**src/ecf_consts.vh**
```
`ifndef ECF_CONSTS_VH
`define ECF_CONSTS_VH

// Register offsets
`define ECF_ADDR_CTRL        8'h00
`define ECF_ADDR_DIV         8'h01
`define ECF_ADDR_STATUS      8'h02
`define ECF_ADDR_FLAGS       8'h03

// Control register fields
`define ECF_CTRL_OUT_EN      0
`define ECF_CTRL_STOP_EN     1
`define ECF_CTRL_IREF_SEL    2
`define ECF_CTRL_CLOCK_SOURCE_SEL_LO     3
`define ECF_CTRL_CLOCK_SOURCE_SEL_HI     4
`define ECF_CTRL_RESET       8'h04

// Divider register fields
`define ECF_DIV_REF_DIVIDER_SEL_LO      0
`define ECF_DIV_REF_DIVIDER_SEL_HI      2
`define ECF_DIV_BUS_DIVIDER_SEL_LO      4
`define ECF_DIV_BUS_DIVIDER_SEL_HI      5
`define ECF_DIV_RESET        8'h10

// Status register fields
`define ECF_STAT_FFV         0
`define ECF_STAT_EXT_PRESENT 1
`define ECF_STAT_STOP        2
`define ECF_STAT_EXT_OUT_ON  3
`define ECF_STAT_ENGAGED     4

// Sticky flag register fields
`define ECF_FLAG_EXT_LOST    0
`define ECF_FLAG_EXT_FAST    1

// Clock source select codes
`define ECF_CLOCK_SOURCE_SEL_FLL         2'h0
`define ECF_CLOCK_SOURCE_SEL_INT         2'h1
`define ECF_CLOCK_SOURCE_SEL_EXT         2'h2

// Lowest reference divider for valid flag, above the bus divider
`define ECF_FFV_REF_DIVIDER_SEL_OFFSET  3'h2

// Timing
`define ECF_CLK_PERIOD_NS        50
`define ECF_EXT_REF_MAX_PERIOD_NS 32000
`define ECF_EXT_REF_MIN_PERIOD_NS 200
`define ECF_EXT_TIMEOUT_CYC  (`ECF_EXT_REF_MAX_PERIOD_NS / `ECF_CLK_PERIOD_NS)
`define ECF_EXT_MIN_CYC      ((`ECF_EXT_REF_MIN_PERIOD_NS + `ECF_CLK_PERIOD_NS - 1) / `ECF_CLK_PERIOD_NS)

// Internal reference half period in system clocks
`define ECF_INT_REF_HALF_CYC 320

`endif

```
**src/ecf_clock_ctrl.v**
```verilog
// Summary of operation
// - Accept external reference 31.25 kHz to 5 MHz
// - Output enable drives reference onto output
// - Internal select keeps external off FLL reference
// - Both enables keep external output through stop
// - Divided FLL reference drives fixed-frequency clock
// - Valid when generator at least four times fixed
// - Engaged mode holds valid high always
// - Bypass: divider 00/01 need reference 010/011
// - Bypass: divider 10/11 need 100/101, else low
// - Source 00 engaged, 01 internal, 10 external
// - Stop halts fixed and generator clocks; external output runs on if both enables set
//
// Our own choices: strobed register access and the register offsets.
`timescale 1ns/1ps
`include "ecf_consts.vh"

module ecf_clock_ctrl #(
  parameter INT_REF_HALF_CYC = `ECF_INT_REF_HALF_CYC,
  parameter DIV_CNT_W        = 7
) (
  input  wire       MCLK_I,
  input  wire       NRST_I,
  input  wire [7:0] ADDR_I,
  input  wire [7:0] WDATA_I,
  input  wire       WR_I,
  input  wire       RD_I,
  output reg  [7:0] RDATA_O,
  input  wire       EXT_REF_I,
  input  wire       FLL_CLK_I,
  input  wire       STOP_I,
  output reg        EXT_REF_CLOCK_OUT_O,
  output wire       FIXED_FREQ_CLOCK_O,
  output wire       FIXED_FREQ_VALID_O,
  output wire       GENERATOR_OUTPUT_CLOCK_O,
  output wire [1:0] CLOCK_SOURCE_SEL_O,
  output wire       INTERNAL_REF_SELECT_O,
  output wire [2:0] REF_DIVIDER_SEL_O,
  output wire [1:0] BUS_DIVIDER_SEL_O
);

  localparam integer MON_TIMEOUT_N = `ECF_EXT_TIMEOUT_CYC;
  localparam integer MON_MIN_N     = `ECF_EXT_MIN_CYC;
  localparam integer IREF_LAST_N   = INT_REF_HALF_CYC - 1;
  localparam [9:0]   MON_TIMEOUT   = MON_TIMEOUT_N[9:0];
  localparam [9:0]   MON_MIN       = MON_MIN_N[9:0];
  localparam [9:0]   MON_ONE       = 10'h001;
  localparam [8:0]   IREF_LAST     = IREF_LAST_N[8:0];

  // Mode states, one-hot
  localparam [2:0] ST_ENGAGED = 3'h1;
  localparam [2:0] ST_BYP_INT = 3'h2;
  localparam [2:0] ST_BYP_EXT = 3'h4;

  reg  [7:0] ctrl;
  reg  [7:0] div;
  reg  [1:0] flags;
  reg  [7:0] next_rdata;
  reg  [2:0] mode;

  wire       ext_out_en;
  wire       ext_stop_en;
  wire       iref_sel;
  wire [1:0] clock_source_sel;
  wire [2:0] ref_divider_sel;
  wire [1:0] bus_divider_sel;

  assign ext_out_en  = ctrl[`ECF_CTRL_OUT_EN];
  assign ext_stop_en = ctrl[`ECF_CTRL_STOP_EN];
  assign iref_sel    = ctrl[`ECF_CTRL_IREF_SEL];
  assign clock_source_sel        = ctrl[`ECF_CTRL_CLOCK_SOURCE_SEL_HI:`ECF_CTRL_CLOCK_SOURCE_SEL_LO];
  assign ref_divider_sel        = div[`ECF_DIV_REF_DIVIDER_SEL_HI:`ECF_DIV_REF_DIVIDER_SEL_LO];
  assign bus_divider_sel        = div[`ECF_DIV_BUS_DIVIDER_SEL_HI:`ECF_DIV_BUS_DIVIDER_SEL_LO];

  assign CLOCK_SOURCE_SEL_O    = clock_source_sel;
  assign INTERNAL_REF_SELECT_O = iref_sel;
  assign REF_DIVIDER_SEL_O     = ref_divider_sel;
  assign BUS_DIVIDER_SEL_O     = bus_divider_sel;

  // Mode decode from clock source select
  always @* begin
    case (clock_source_sel)
      `ECF_CLOCK_SOURCE_SEL_FLL: mode = ST_ENGAGED;
      `ECF_CLOCK_SOURCE_SEL_INT: mode = ST_BYP_INT;
      `ECF_CLOCK_SOURCE_SEL_EXT: mode = ST_BYP_EXT;
      default:       mode = 3'h0;
    endcase
  end

  // External reference pin synchroniser
  reg ext_s1;
  reg ext_s2;
  reg ext_s3;

  always @(posedge MCLK_I) begin
    if (!NRST_I) begin
      ext_s1 <= 1'b0;
      ext_s2 <= 1'b0;
      ext_s3 <= 1'b0;
    end else begin
      ext_s1 <= EXT_REF_I;
      ext_s2 <= ext_s1;
      ext_s3 <= ext_s2;
    end
  end

  wire ext_edge;
  wire ext_rise;

  assign ext_edge = ext_s2 ^ ext_s3;
  assign ext_rise = ext_s2 & ~ext_s3;

  // Stop gating of each clock
  wire ext_out_run;
  wire ext_wanted;
  wire ext_run;
  wire run_normal;

  assign run_normal  = ~STOP_I;
  assign ext_out_run = ext_out_en & (run_normal | ext_stop_en);
  assign ext_wanted  = ext_out_en | ~iref_sel | (mode == ST_BYP_EXT);
  assign ext_run     = ext_wanted & (run_normal | ext_out_run);

  always @(posedge MCLK_I) begin
    if (!NRST_I) begin
      EXT_REF_CLOCK_OUT_O <= 1'b0;
    end else begin
      EXT_REF_CLOCK_OUT_O <= ext_s2 & ext_out_run;
    end
  end

  // External reference presence monitor
  reg [9:0] mon_cnt;
  wire      ext_present;
  wire      ext_too_fast;

  assign ext_present  = ext_run & (mon_cnt < MON_TIMEOUT);
  assign ext_too_fast = ext_run & ext_rise & (mon_cnt < MON_MIN - MON_ONE);

  always @(posedge MCLK_I) begin
    if (!NRST_I || !ext_run) begin
      mon_cnt <= MON_TIMEOUT;
    end else if (ext_rise) begin
      mon_cnt <= 10'h000;
    end else if (mon_cnt < MON_TIMEOUT) begin
      mon_cnt <= mon_cnt + MON_ONE;
    end
  end

  reg ext_present_d;

  always @(posedge MCLK_I) begin
    if (!NRST_I) begin
      ext_present_d <= 1'b0;
    end else begin
      ext_present_d <= ext_present;
    end
  end

  // Internal reference oscillator
  reg [8:0] iref_cnt;
  reg       iref_edge;
  wire      iref_run;

  assign iref_run = run_normal & (iref_sel | (mode == ST_BYP_INT));

  always @(posedge MCLK_I) begin
    if (!NRST_I || !iref_run) begin
      iref_cnt  <= 9'h000;
      iref_edge <= 1'b0;
    end else if (iref_cnt == IREF_LAST) begin
      iref_cnt  <= 9'h000;
      iref_edge <= 1'b1;
    end else begin
      iref_cnt  <= iref_cnt + 9'h001;
      iref_edge <= 1'b0;
    end
  end

  // FLL reference select and fixed-frequency divider
  wire ref_edge;

  assign ref_edge = iref_sel ? iref_edge : ext_edge;

  ecf_edge_div #(
    .CNT_W (DIV_CNT_W),
    .SEL_W (3)
  ) u_ref_div (
    .clk_i  (MCLK_I),
    .nrst_i (NRST_I),
    .run_i  (run_normal),
    .edge_i (ref_edge),
    .sel_i  (ref_divider_sel),
    .clk_o  (FIXED_FREQ_CLOCK_O)
  );

  // Generator output clock from the selected source
  reg fll_d;

  always @(posedge MCLK_I) begin
    if (!NRST_I) begin
      fll_d <= 1'b0;
    end else begin
      fll_d <= FLL_CLK_I;
    end
  end

  reg gen_edge;

  always @* begin
    case (mode)
      ST_ENGAGED: gen_edge = FLL_CLK_I ^ fll_d;
      ST_BYP_INT: gen_edge = iref_edge;
      ST_BYP_EXT: gen_edge = ext_edge;
      default:    gen_edge = 1'b0;
    endcase
  end

  ecf_edge_div #(
    .CNT_W (DIV_CNT_W),
    .SEL_W (2)
  ) u_bus_div (
    .clk_i  (MCLK_I),
    .nrst_i (NRST_I),
    .run_i  (run_normal),
    .edge_i (gen_edge),
    .sel_i  (bus_divider_sel),
    .clk_o  (GENERATOR_OUTPUT_CLOCK_O)
  );

  // Fixed-frequency valid flag
  reg ffv;

  always @* begin
    case (mode)
      ST_ENGAGED: ffv = 1'b1;
      ST_BYP_INT,
      ST_BYP_EXT: ffv = (ref_divider_sel >= ({1'b0, bus_divider_sel} + `ECF_FFV_REF_DIVIDER_SEL_OFFSET));
      default:    ffv = 1'b0;
    endcase
  end

  assign FIXED_FREQ_VALID_O = ffv;

  // Register writes
  wire wr_ctrl;
  wire wr_div;
  wire wr_flags;

  assign wr_ctrl  = WR_I & (ADDR_I == `ECF_ADDR_CTRL);
  assign wr_div   = WR_I & (ADDR_I == `ECF_ADDR_DIV);
  assign wr_flags = WR_I & (ADDR_I == `ECF_ADDR_FLAGS);

  always @(posedge MCLK_I) begin
    if (!NRST_I) begin
      ctrl <= `ECF_CTRL_RESET;
      div  <= `ECF_DIV_RESET;
    end else begin
      if (wr_ctrl) begin
        ctrl <= {3'h0, WDATA_I[`ECF_CTRL_CLOCK_SOURCE_SEL_HI:0]};
      end
      if (wr_div) begin
        div <= {2'h0, WDATA_I[`ECF_DIV_BUS_DIVIDER_SEL_HI:`ECF_DIV_BUS_DIVIDER_SEL_LO], 1'b0,
                WDATA_I[`ECF_DIV_REF_DIVIDER_SEL_HI:`ECF_DIV_REF_DIVIDER_SEL_LO]};
      end
    end
  end

  // Sticky flags, write one to clear, a new event wins
  wire [1:0] flag_set;
  wire [1:0] flag_clr;

  assign flag_set = {ext_too_fast, ext_present_d & ~ext_present & ext_run};
  assign flag_clr = wr_flags ? WDATA_I[`ECF_FLAG_EXT_FAST:`ECF_FLAG_EXT_LOST] : 2'h0;

  always @(posedge MCLK_I) begin
    if (!NRST_I) begin
      flags <= 2'h0;
    end else begin
      flags <= (flags & ~flag_clr) | flag_set;
    end
  end

  // Register reads, data valid in the following cycle only
  always @* begin
    next_rdata = 8'h00;
    case (ADDR_I)
      `ECF_ADDR_CTRL:  next_rdata = ctrl;
      `ECF_ADDR_DIV:   next_rdata = div;
      `ECF_ADDR_STATUS: begin
        next_rdata[`ECF_STAT_FFV]         = ffv;
        next_rdata[`ECF_STAT_EXT_PRESENT] = ext_present;
        next_rdata[`ECF_STAT_STOP]        = STOP_I;
        next_rdata[`ECF_STAT_EXT_OUT_ON]  = ext_out_run;
        next_rdata[`ECF_STAT_ENGAGED]     = (mode == ST_ENGAGED);
      end
      `ECF_ADDR_FLAGS: next_rdata = {6'h00, flags};
      default:         next_rdata = 8'h00;
    endcase
  end

  always @(posedge MCLK_I) begin
    if (!NRST_I) begin
      RDATA_O <= 8'h00;
    end else if (RD_I) begin
      RDATA_O <= next_rdata;
    end else begin
      RDATA_O <= 8'h00;
    end
  end

endmodule // ecf_clock_ctrl

```
**src/ecf_edge_div.v**
```verilog
`timescale 1ns/1ps
// Divides a stream of source transitions by two to the power of sel
module ecf_edge_div #(
  parameter CNT_W = 7,
  parameter SEL_W = 3
) (
  input  wire             clk_i,
  input  wire             nrst_i,
  input  wire             run_i,
  input  wire             edge_i,
  input  wire [SEL_W-1:0] sel_i,
  output reg              clk_o
);

  reg  [CNT_W-1:0] cnt;
  wire [CNT_W-1:0] mask;
  wire             wrap;

  assign mask = ~({CNT_W{1'b1}} << sel_i);
  assign wrap = ((cnt | ~mask) == {CNT_W{1'b1}});

  always @(posedge clk_i) begin
    if (!nrst_i || !run_i) begin
      cnt   <= {CNT_W{1'b0}};
      clk_o <= 1'b0;
    end else if (edge_i) begin
      if (wrap) begin
        cnt   <= {CNT_W{1'b0}};
        clk_o <= ~clk_o;
      end else begin
        cnt   <= cnt + {{(CNT_W-1){1'b0}}, 1'b1};
      end
    end
  end

endmodule // ecf_edge_div

```
**config.mk**
```make
export PLATFORM = sky130hd
export DESIGN_NAME = ecf_clock_ctrl
export DESIGN_NICKNAME = d
export VERILOG_FILES = /design/src/ecf_clock_ctrl.v /design/src/ecf_edge_div.v
export VERILOG_INCLUDE_DIRS = /design/src
export SDC_FILE = /design/constraint.sdc
export NUM_CORES = 1
export LEC_CHECK = 0
export BUFFER_PORTS_ARGS = -buffer_cell sky130_fd_sc_hd__clkbuf_2
export CAP_MARGIN = 20
export CELL_PAD_IN_SITES_DETAIL_PLACEMENT = 1
export CELL_PAD_IN_SITES_GLOBAL_PLACEMENT = 1
export CORE_MARGIN = 2
export CORE_UTILIZATION = 45
export DETAILED_ROUTE_END_ITERATION = 10
export GPL_ROUTABILITY_DRIVEN = 0
export PLACE_DENSITY = 0.85
export SLEW_MARGIN = 0
export SYNTH_ARGS = -nofsm -noshare
export SYNTH_HDL_FRONTEND = slang
export SYNTH_SLANG_ARGS = --single-unit
```
**constraint.sdc**
```tcl
create_clock -name MCLK_I -period 3 [get_ports MCLK_I]
set_input_delay 0.6 -clock MCLK_I [delete_from_list [all_inputs] [get_ports MCLK_I]]
set_output_delay 0.6 -clock MCLK_I [all_outputs]
set_load 0.01 [all_outputs]
```
# Word-level counts from Yosys, hierarchy flattened
# Index checks and enable logic that the tools add are counted.
# totals
regBits	62
inputBits	23
out_inout_bits	20
elab_cells	102
# op_classes
addsub	5
order_cmp	3
n_eq_ne	11
shifts	2
n_mux	11
bitwise_logic	35
reduce_logical	16
# op_table
cell	count
$not A7 Y7	4
$mux W10	2
$pmux W5 S4	1
$eq A8 B2 Y1 const B	2
$add A7 B1 Y7 const B	2
$eq A7 B7 Y1 const B	2
$mux W7	2
$or A7 B7 Y7	2
$and A1 B1 Y1	13
$add A10 B1 Y10 const B	1
$lt A10 B10 Y1 const B	1
$lt A10 B2 Y1 const B	1
$add A9 B1 Y9 const B	1
$eq A9 B9 Y1 const B	1
$pmux W3 S3	1
$eq A8 B1 Y1 const B	1
$logic_not A8 Y1	1
$shl A7 B2 Y7 const A	1
$shl A7 B3 Y7 const A	1
$not A1 Y1	6
$reduce_and A2 Y1	3
$reduce_or A2 Y1	3
$or A1 B1 Y1	5
$add A2 B2 Y3 const B	1
other kinds (19)	25

# Depth between registers and ports, before layout
# depth
ltp_word	10
ltp_mapped	8

# Cells and area by module
# A second synthesis with hierarchy kept.
# unflattened
hier_cells	299
hier_area_um2	2626.3
# modules_own_cells
module	n_inst	cells_per_inst	area_per_inst_um2	seq_area_each_um2
ecf_clock_ctrl	1	232	2042.0	880.8
ecf_edge_div at u_ref_div	1	46	394.1	160.2
ecf_edge_div at u_bus_div	1	21	190.2	80.1

# Worst setup path after synthesis
# OpenSTA, ideal clock, no wires.
# synth_timing
path_kind	reg-to-output
startpoint	register div[0]
endpoint	output port FIXED_FREQ_VALID_O
t_arrival_ns	1.372
path_slack_ns	1.028
stages_incl_launch_ff	7
path_cell_list	dfxtp_1 > inv_1 > ha_1 > nand2b_1 > a211o_1 > a21oi_1 > nor2_1
# synth_via
elab_chain_cells	2
# synth_lines
item	line_no	rtl
start, declared	ecf_clock_ctrl.v:56	reg [7:0] div;
start signal, assigned	ecf_clock_ctrl.v:257	div <= `ECF_DIV_RESET;
start signal, assigned	ecf_clock_ctrl.v:263	div <= {2'h0, WDATA_I[`ECF_DIV_BUS_DIVIDER_SEL_HI:`ECF_DIV_BUS_DIVIDER_SEL_LO], 1'b0,
$ge A3 B3 Y1	ecf_clock_ctrl.v:238	ST_BYP_EXT: ffv = (ref_divider_sel >= ({1'b0, bus_divider_sel} + `ECF_FFV_REF_DIVIDER_SEL_OFFSET));
$pmux W1 S2	ecf_clock_ctrl.v:235	case (mode)
end, declared	ecf_clock_ctrl.v:34	output wire FIXED_FREQ_VALID_O,
# No other way between the ends.

# Worst setup path after layout
# Same ends and word-level chain as after synthesis.

==> results by group <==
Hold path
  – Worst hold path class: register to register
  – Hold Crit Depth: 1

CTS
  – Hold buffer count at CTS: 0
  – Post-CTS setup buffers: 0
  – Clk_lat worst skew: 0.32 ns
  – CTS buffer count: 5
  – CTS Buffer Depth: 2
  – CTS tree: yes
  – Worst-path clk slew: 0.11 ns
  – CTS sink cnt: 56
  – Root buffer cell: clkbuf_8
  – Post-CTS sizing: 0
  – H-tree depth: 2

Setup path
  – CP Class: register to output port
  – Critical path endpoint category: output port
  – Worst setup path end: FIXED_FREQ_VALID_O
  – Worst reg2reg startpoint: ctrl[3]
  – Worst path slowest cell: dfxtp_1
  – CP required: 2.40 ns
  – Reg2reg end: u_bus_div.cnt[0]
  – Crit-path max cell delay: about 0.4 ns
  – Highest net fanout along the worst path: 4
  – Critical path arrival: 1.95 ns
  – R2r setup slk: 1.03 ns
  – CP Cell Sequence: inv_1 -> ha_1 -> nand2b_1 -> a211o_1 -> a21oi_1 -> nor2_1 -> clkbuf_2
  – Worst setup SP type: register
  – FF-to-FF path depth: 6
  – Crit. Startpoint: div[0]

Flow run
  – Max Cap Viol: 0

Yosys
  – Dominant cell type by area after synthesis: dfxtp_1
  – Yosys cell types: 44
  – Ys Warns: 0
  – Ys async rst share: 0
  – Most common cell in the synthesized netlist: dfxtp_1
  – Top FF cell, synth: dfxtp_1
  – Mapped cell area: 2600 um2
  – Cells after synthesis: 303
  – Synth top area share: 0.430
  – Commonest cells in the netlist: 56 x dfxtp_1, 36 x nor2_1, 26 x nand2_1
  – Ranking of synthesized cells by area: dfxtp_1 43%, ha_1 5.8%, nor2_1 5.2%, nand3_1 4.0%, xnor2_1 4.0%
  – Post-synth EDFFs: 0
  – Avg Inst Size Synth: 8.60 um2
  – Seq/Total Area, Yosys: 0.430
  – Post-synthesis register bit count: 56

STA
  – Period utilization: 0.851
  – Tmin final: 2.55 ns
  – Slew @ Worst Pin: about 0.67 ns
  – Max-slew headroom: 0.553
  – Count of final hold-check violations: 0
  – Final Skew: 0.0175 ns
  – Total Negative Setup Slacks: 0 ns
  – Fmax: 392 MHz
  – Final Max Slew Viols: 0
  – Hold slack: 0.464 ns
  – RSZ-0062 raised after global routing: no
  – Count of final setup violators: 0

Cells and area
  – Final Non-Filler Cells: 410
  – Synthesis-to-finish area growth: 11.7%
  – Layout cells sized above 1: 0.157
  – Antenna cell count: 0
  – Fill count: between 700 and 800
  – Area of all placed cells without fillers: roughly 2900 um2
  – Net count of the finished layout: 372

Detailed routing
  – Residual DRC: 0
  – Wire length per cell: 14.8 um
  – DRT Pass-1 Iters: 4
  – Routed Antenna Nets: 0
  – Via-to-Cell Ratio: 5.36
  – DRT iter0 DRCs: 85
  – Vias: about 2200
  – Final WL: 6060 um

Pwr
  – Clock power share: 0.342
  – Sequential Power Share: 0.605
  – Leak: 1.16 nW
  – Sw Share: 0.243
  – Switching power: around 300 uW
  – Pwr Total: 1.24 mW
  – Pwr Density: 427 nW/um2
  – Worst ir drop on vdd: approximately 0.00022 V
  – P_int: 941 uW
  – Combinational Power Share: 0.054

Die
  – Starting density of the core: 0.470
  – Core area: 5540 um2
  – Core Rows: 27
  – Num ports: 43
  – Die width: around 80 um
  – Die Y: 80.1 um
  – Die ar.: 6410 um2

GRT
  – Global-route wire length before repair: between 10000 and 15000 um
  – Largest net degree at the start of global routing: 27
  – Remaining Overflow, GRT: 0
  – Total GRT Usage: 0.202
  – Vias in the first global route: 2234
  – Initial antenna violation count: 0

Placed design
  – Port bufs: 38
  – # placed instances: 402
  – DP Area: around 2800 um2
  – Post-DP HPWL: 4650 um

Run status
  – Status: finished, final reports clean
[area by class of cell]
| class | count | area [um2] | area share |
|---|---|---|---|
| Clock inverter | 2 | 16.3 | 0.00559 |
| Tap cell | 72 | 90.1 | 0.0310 |
| Multi-Input combinational cell | 225 | 1380 | 0.474 |
| Sequential cell | 56 | 1120 | 0.385 |
| Inverter | 11 | 41.3 | 0.0142 |
| Clock buffer | 6 | 72.6 | 0.0249 |
| Timing Repair Buffer | 38 | 190 | 0.0654 |
[power by group through the flow]
stage / sequential [mW] / clock [mW] / combinational [mW]
2_1_floorplan: 0.768 / 0 / 0.0441
3_3_place_gp: 0.769 / 0 / 0.0645
3_5_place_dp: 0.769 / 0 / 0.0660
4_1_cts: 0.752 / 0.438 / 0.0672
5_1_grt: 0.753 / 0.463 / 0.0741
6_report: 0.752 / 0.425 / 0.0665
[how the worst min path moves through the flow]
stage                      startpoint     endpoint  slack (ns)
after floorplan                ext_s1       ext_s2        0.41
after CTS                 iref_cnt[0]  iref_cnt[0]        0.47
after detailed placement  iref_cnt[0]  iref_cnt[0]        0.45
final                          ext_s1       ext_s2        0.46
after global placement         ext_s1       ext_s2        0.42
after global routing        EXT_REF_I       ext_s1        0.49
[placed cells by master, fill, tap and decap left out, types with 2 or more instances in the layout]
cell type,count
dfxtp_1,56
clkbuf_2,38
nor2_1,36
nand2_1,26
nand3_1,21
o21ai_0,20
a21oi_1,14
xnor2_1,12
ha_1,12
inv_1,11
nand4_1,9
xor2_1,9
nand2b_1,6
and2_1,6
nor2b_1,6
mux2i_1,5
clkbuf_8,5
nor3_1,4
o21ai_1,3
and3_1,3
nor4_1,3
or3_1,3
and4_1,2
o21bai_1,2
a31oi_1,2
nand2_4,2
nor4b_1,2
conb_1,2
[metal layers]
metal / track usage / wire (um) / vias to the layer above / part of all wire
li1: - / - / 1100 / -
met1: 0.246 / 2810 / 1050 / 0.46
met2: 0.362 / 2970 / 37 / 0.49
met3: 0.0393 / 207 / 9 / 0.034
met4: 0.0576 / 75 / 0 / 0.012
met5: 0 / 0 / - / 0
[state kept, by name, summed over array words and instances (netlist names), 2 cells and up]
name,flops
mon_cnt,10
iref_cnt,9
u_ref_div.cnt,7
RDATA_O,6
ctrl,5
div,5
u_bus_div.cnt,3
flags,2
[through the flow]
stage | util | worst slack (ns)
after floorplan | - | 1.03
after global placement | 0.509 | 0.873
after detailed placement | 0.509 | 0.811
after CTS | 0.525 | 0.441
after global routing | 0.525 | 0.357
final | 0.525 | 0.448
[critical path, delay by kind of cell (launching register included)]
family | cells | cell delay, ns
AO/OA/AOI/OAI | 2 | 0.49
flip-flops | 1 | 0.40
AND/OR/NAND/NOR | 2 | 0.20
buffers and inverters | 2 | 0.23
adder cells (fa/ha/maj) | 1 | 0.29
[logic make-up (layout without fill, tap and decap cells)]
logic type	after synthesis	after routing	synth area share
flops	56	56	0.430
fa+ha+maj	12	12	0.0576
buf+inv	23	57	0.0423
xor+xnor	21	21	0.0706
other cells	1	2	0.00144
simple gates	133	133	0.257
compound gates	51	51	0.117
mux	6	6	0.0235
Power figures use the tool's default switching activity.
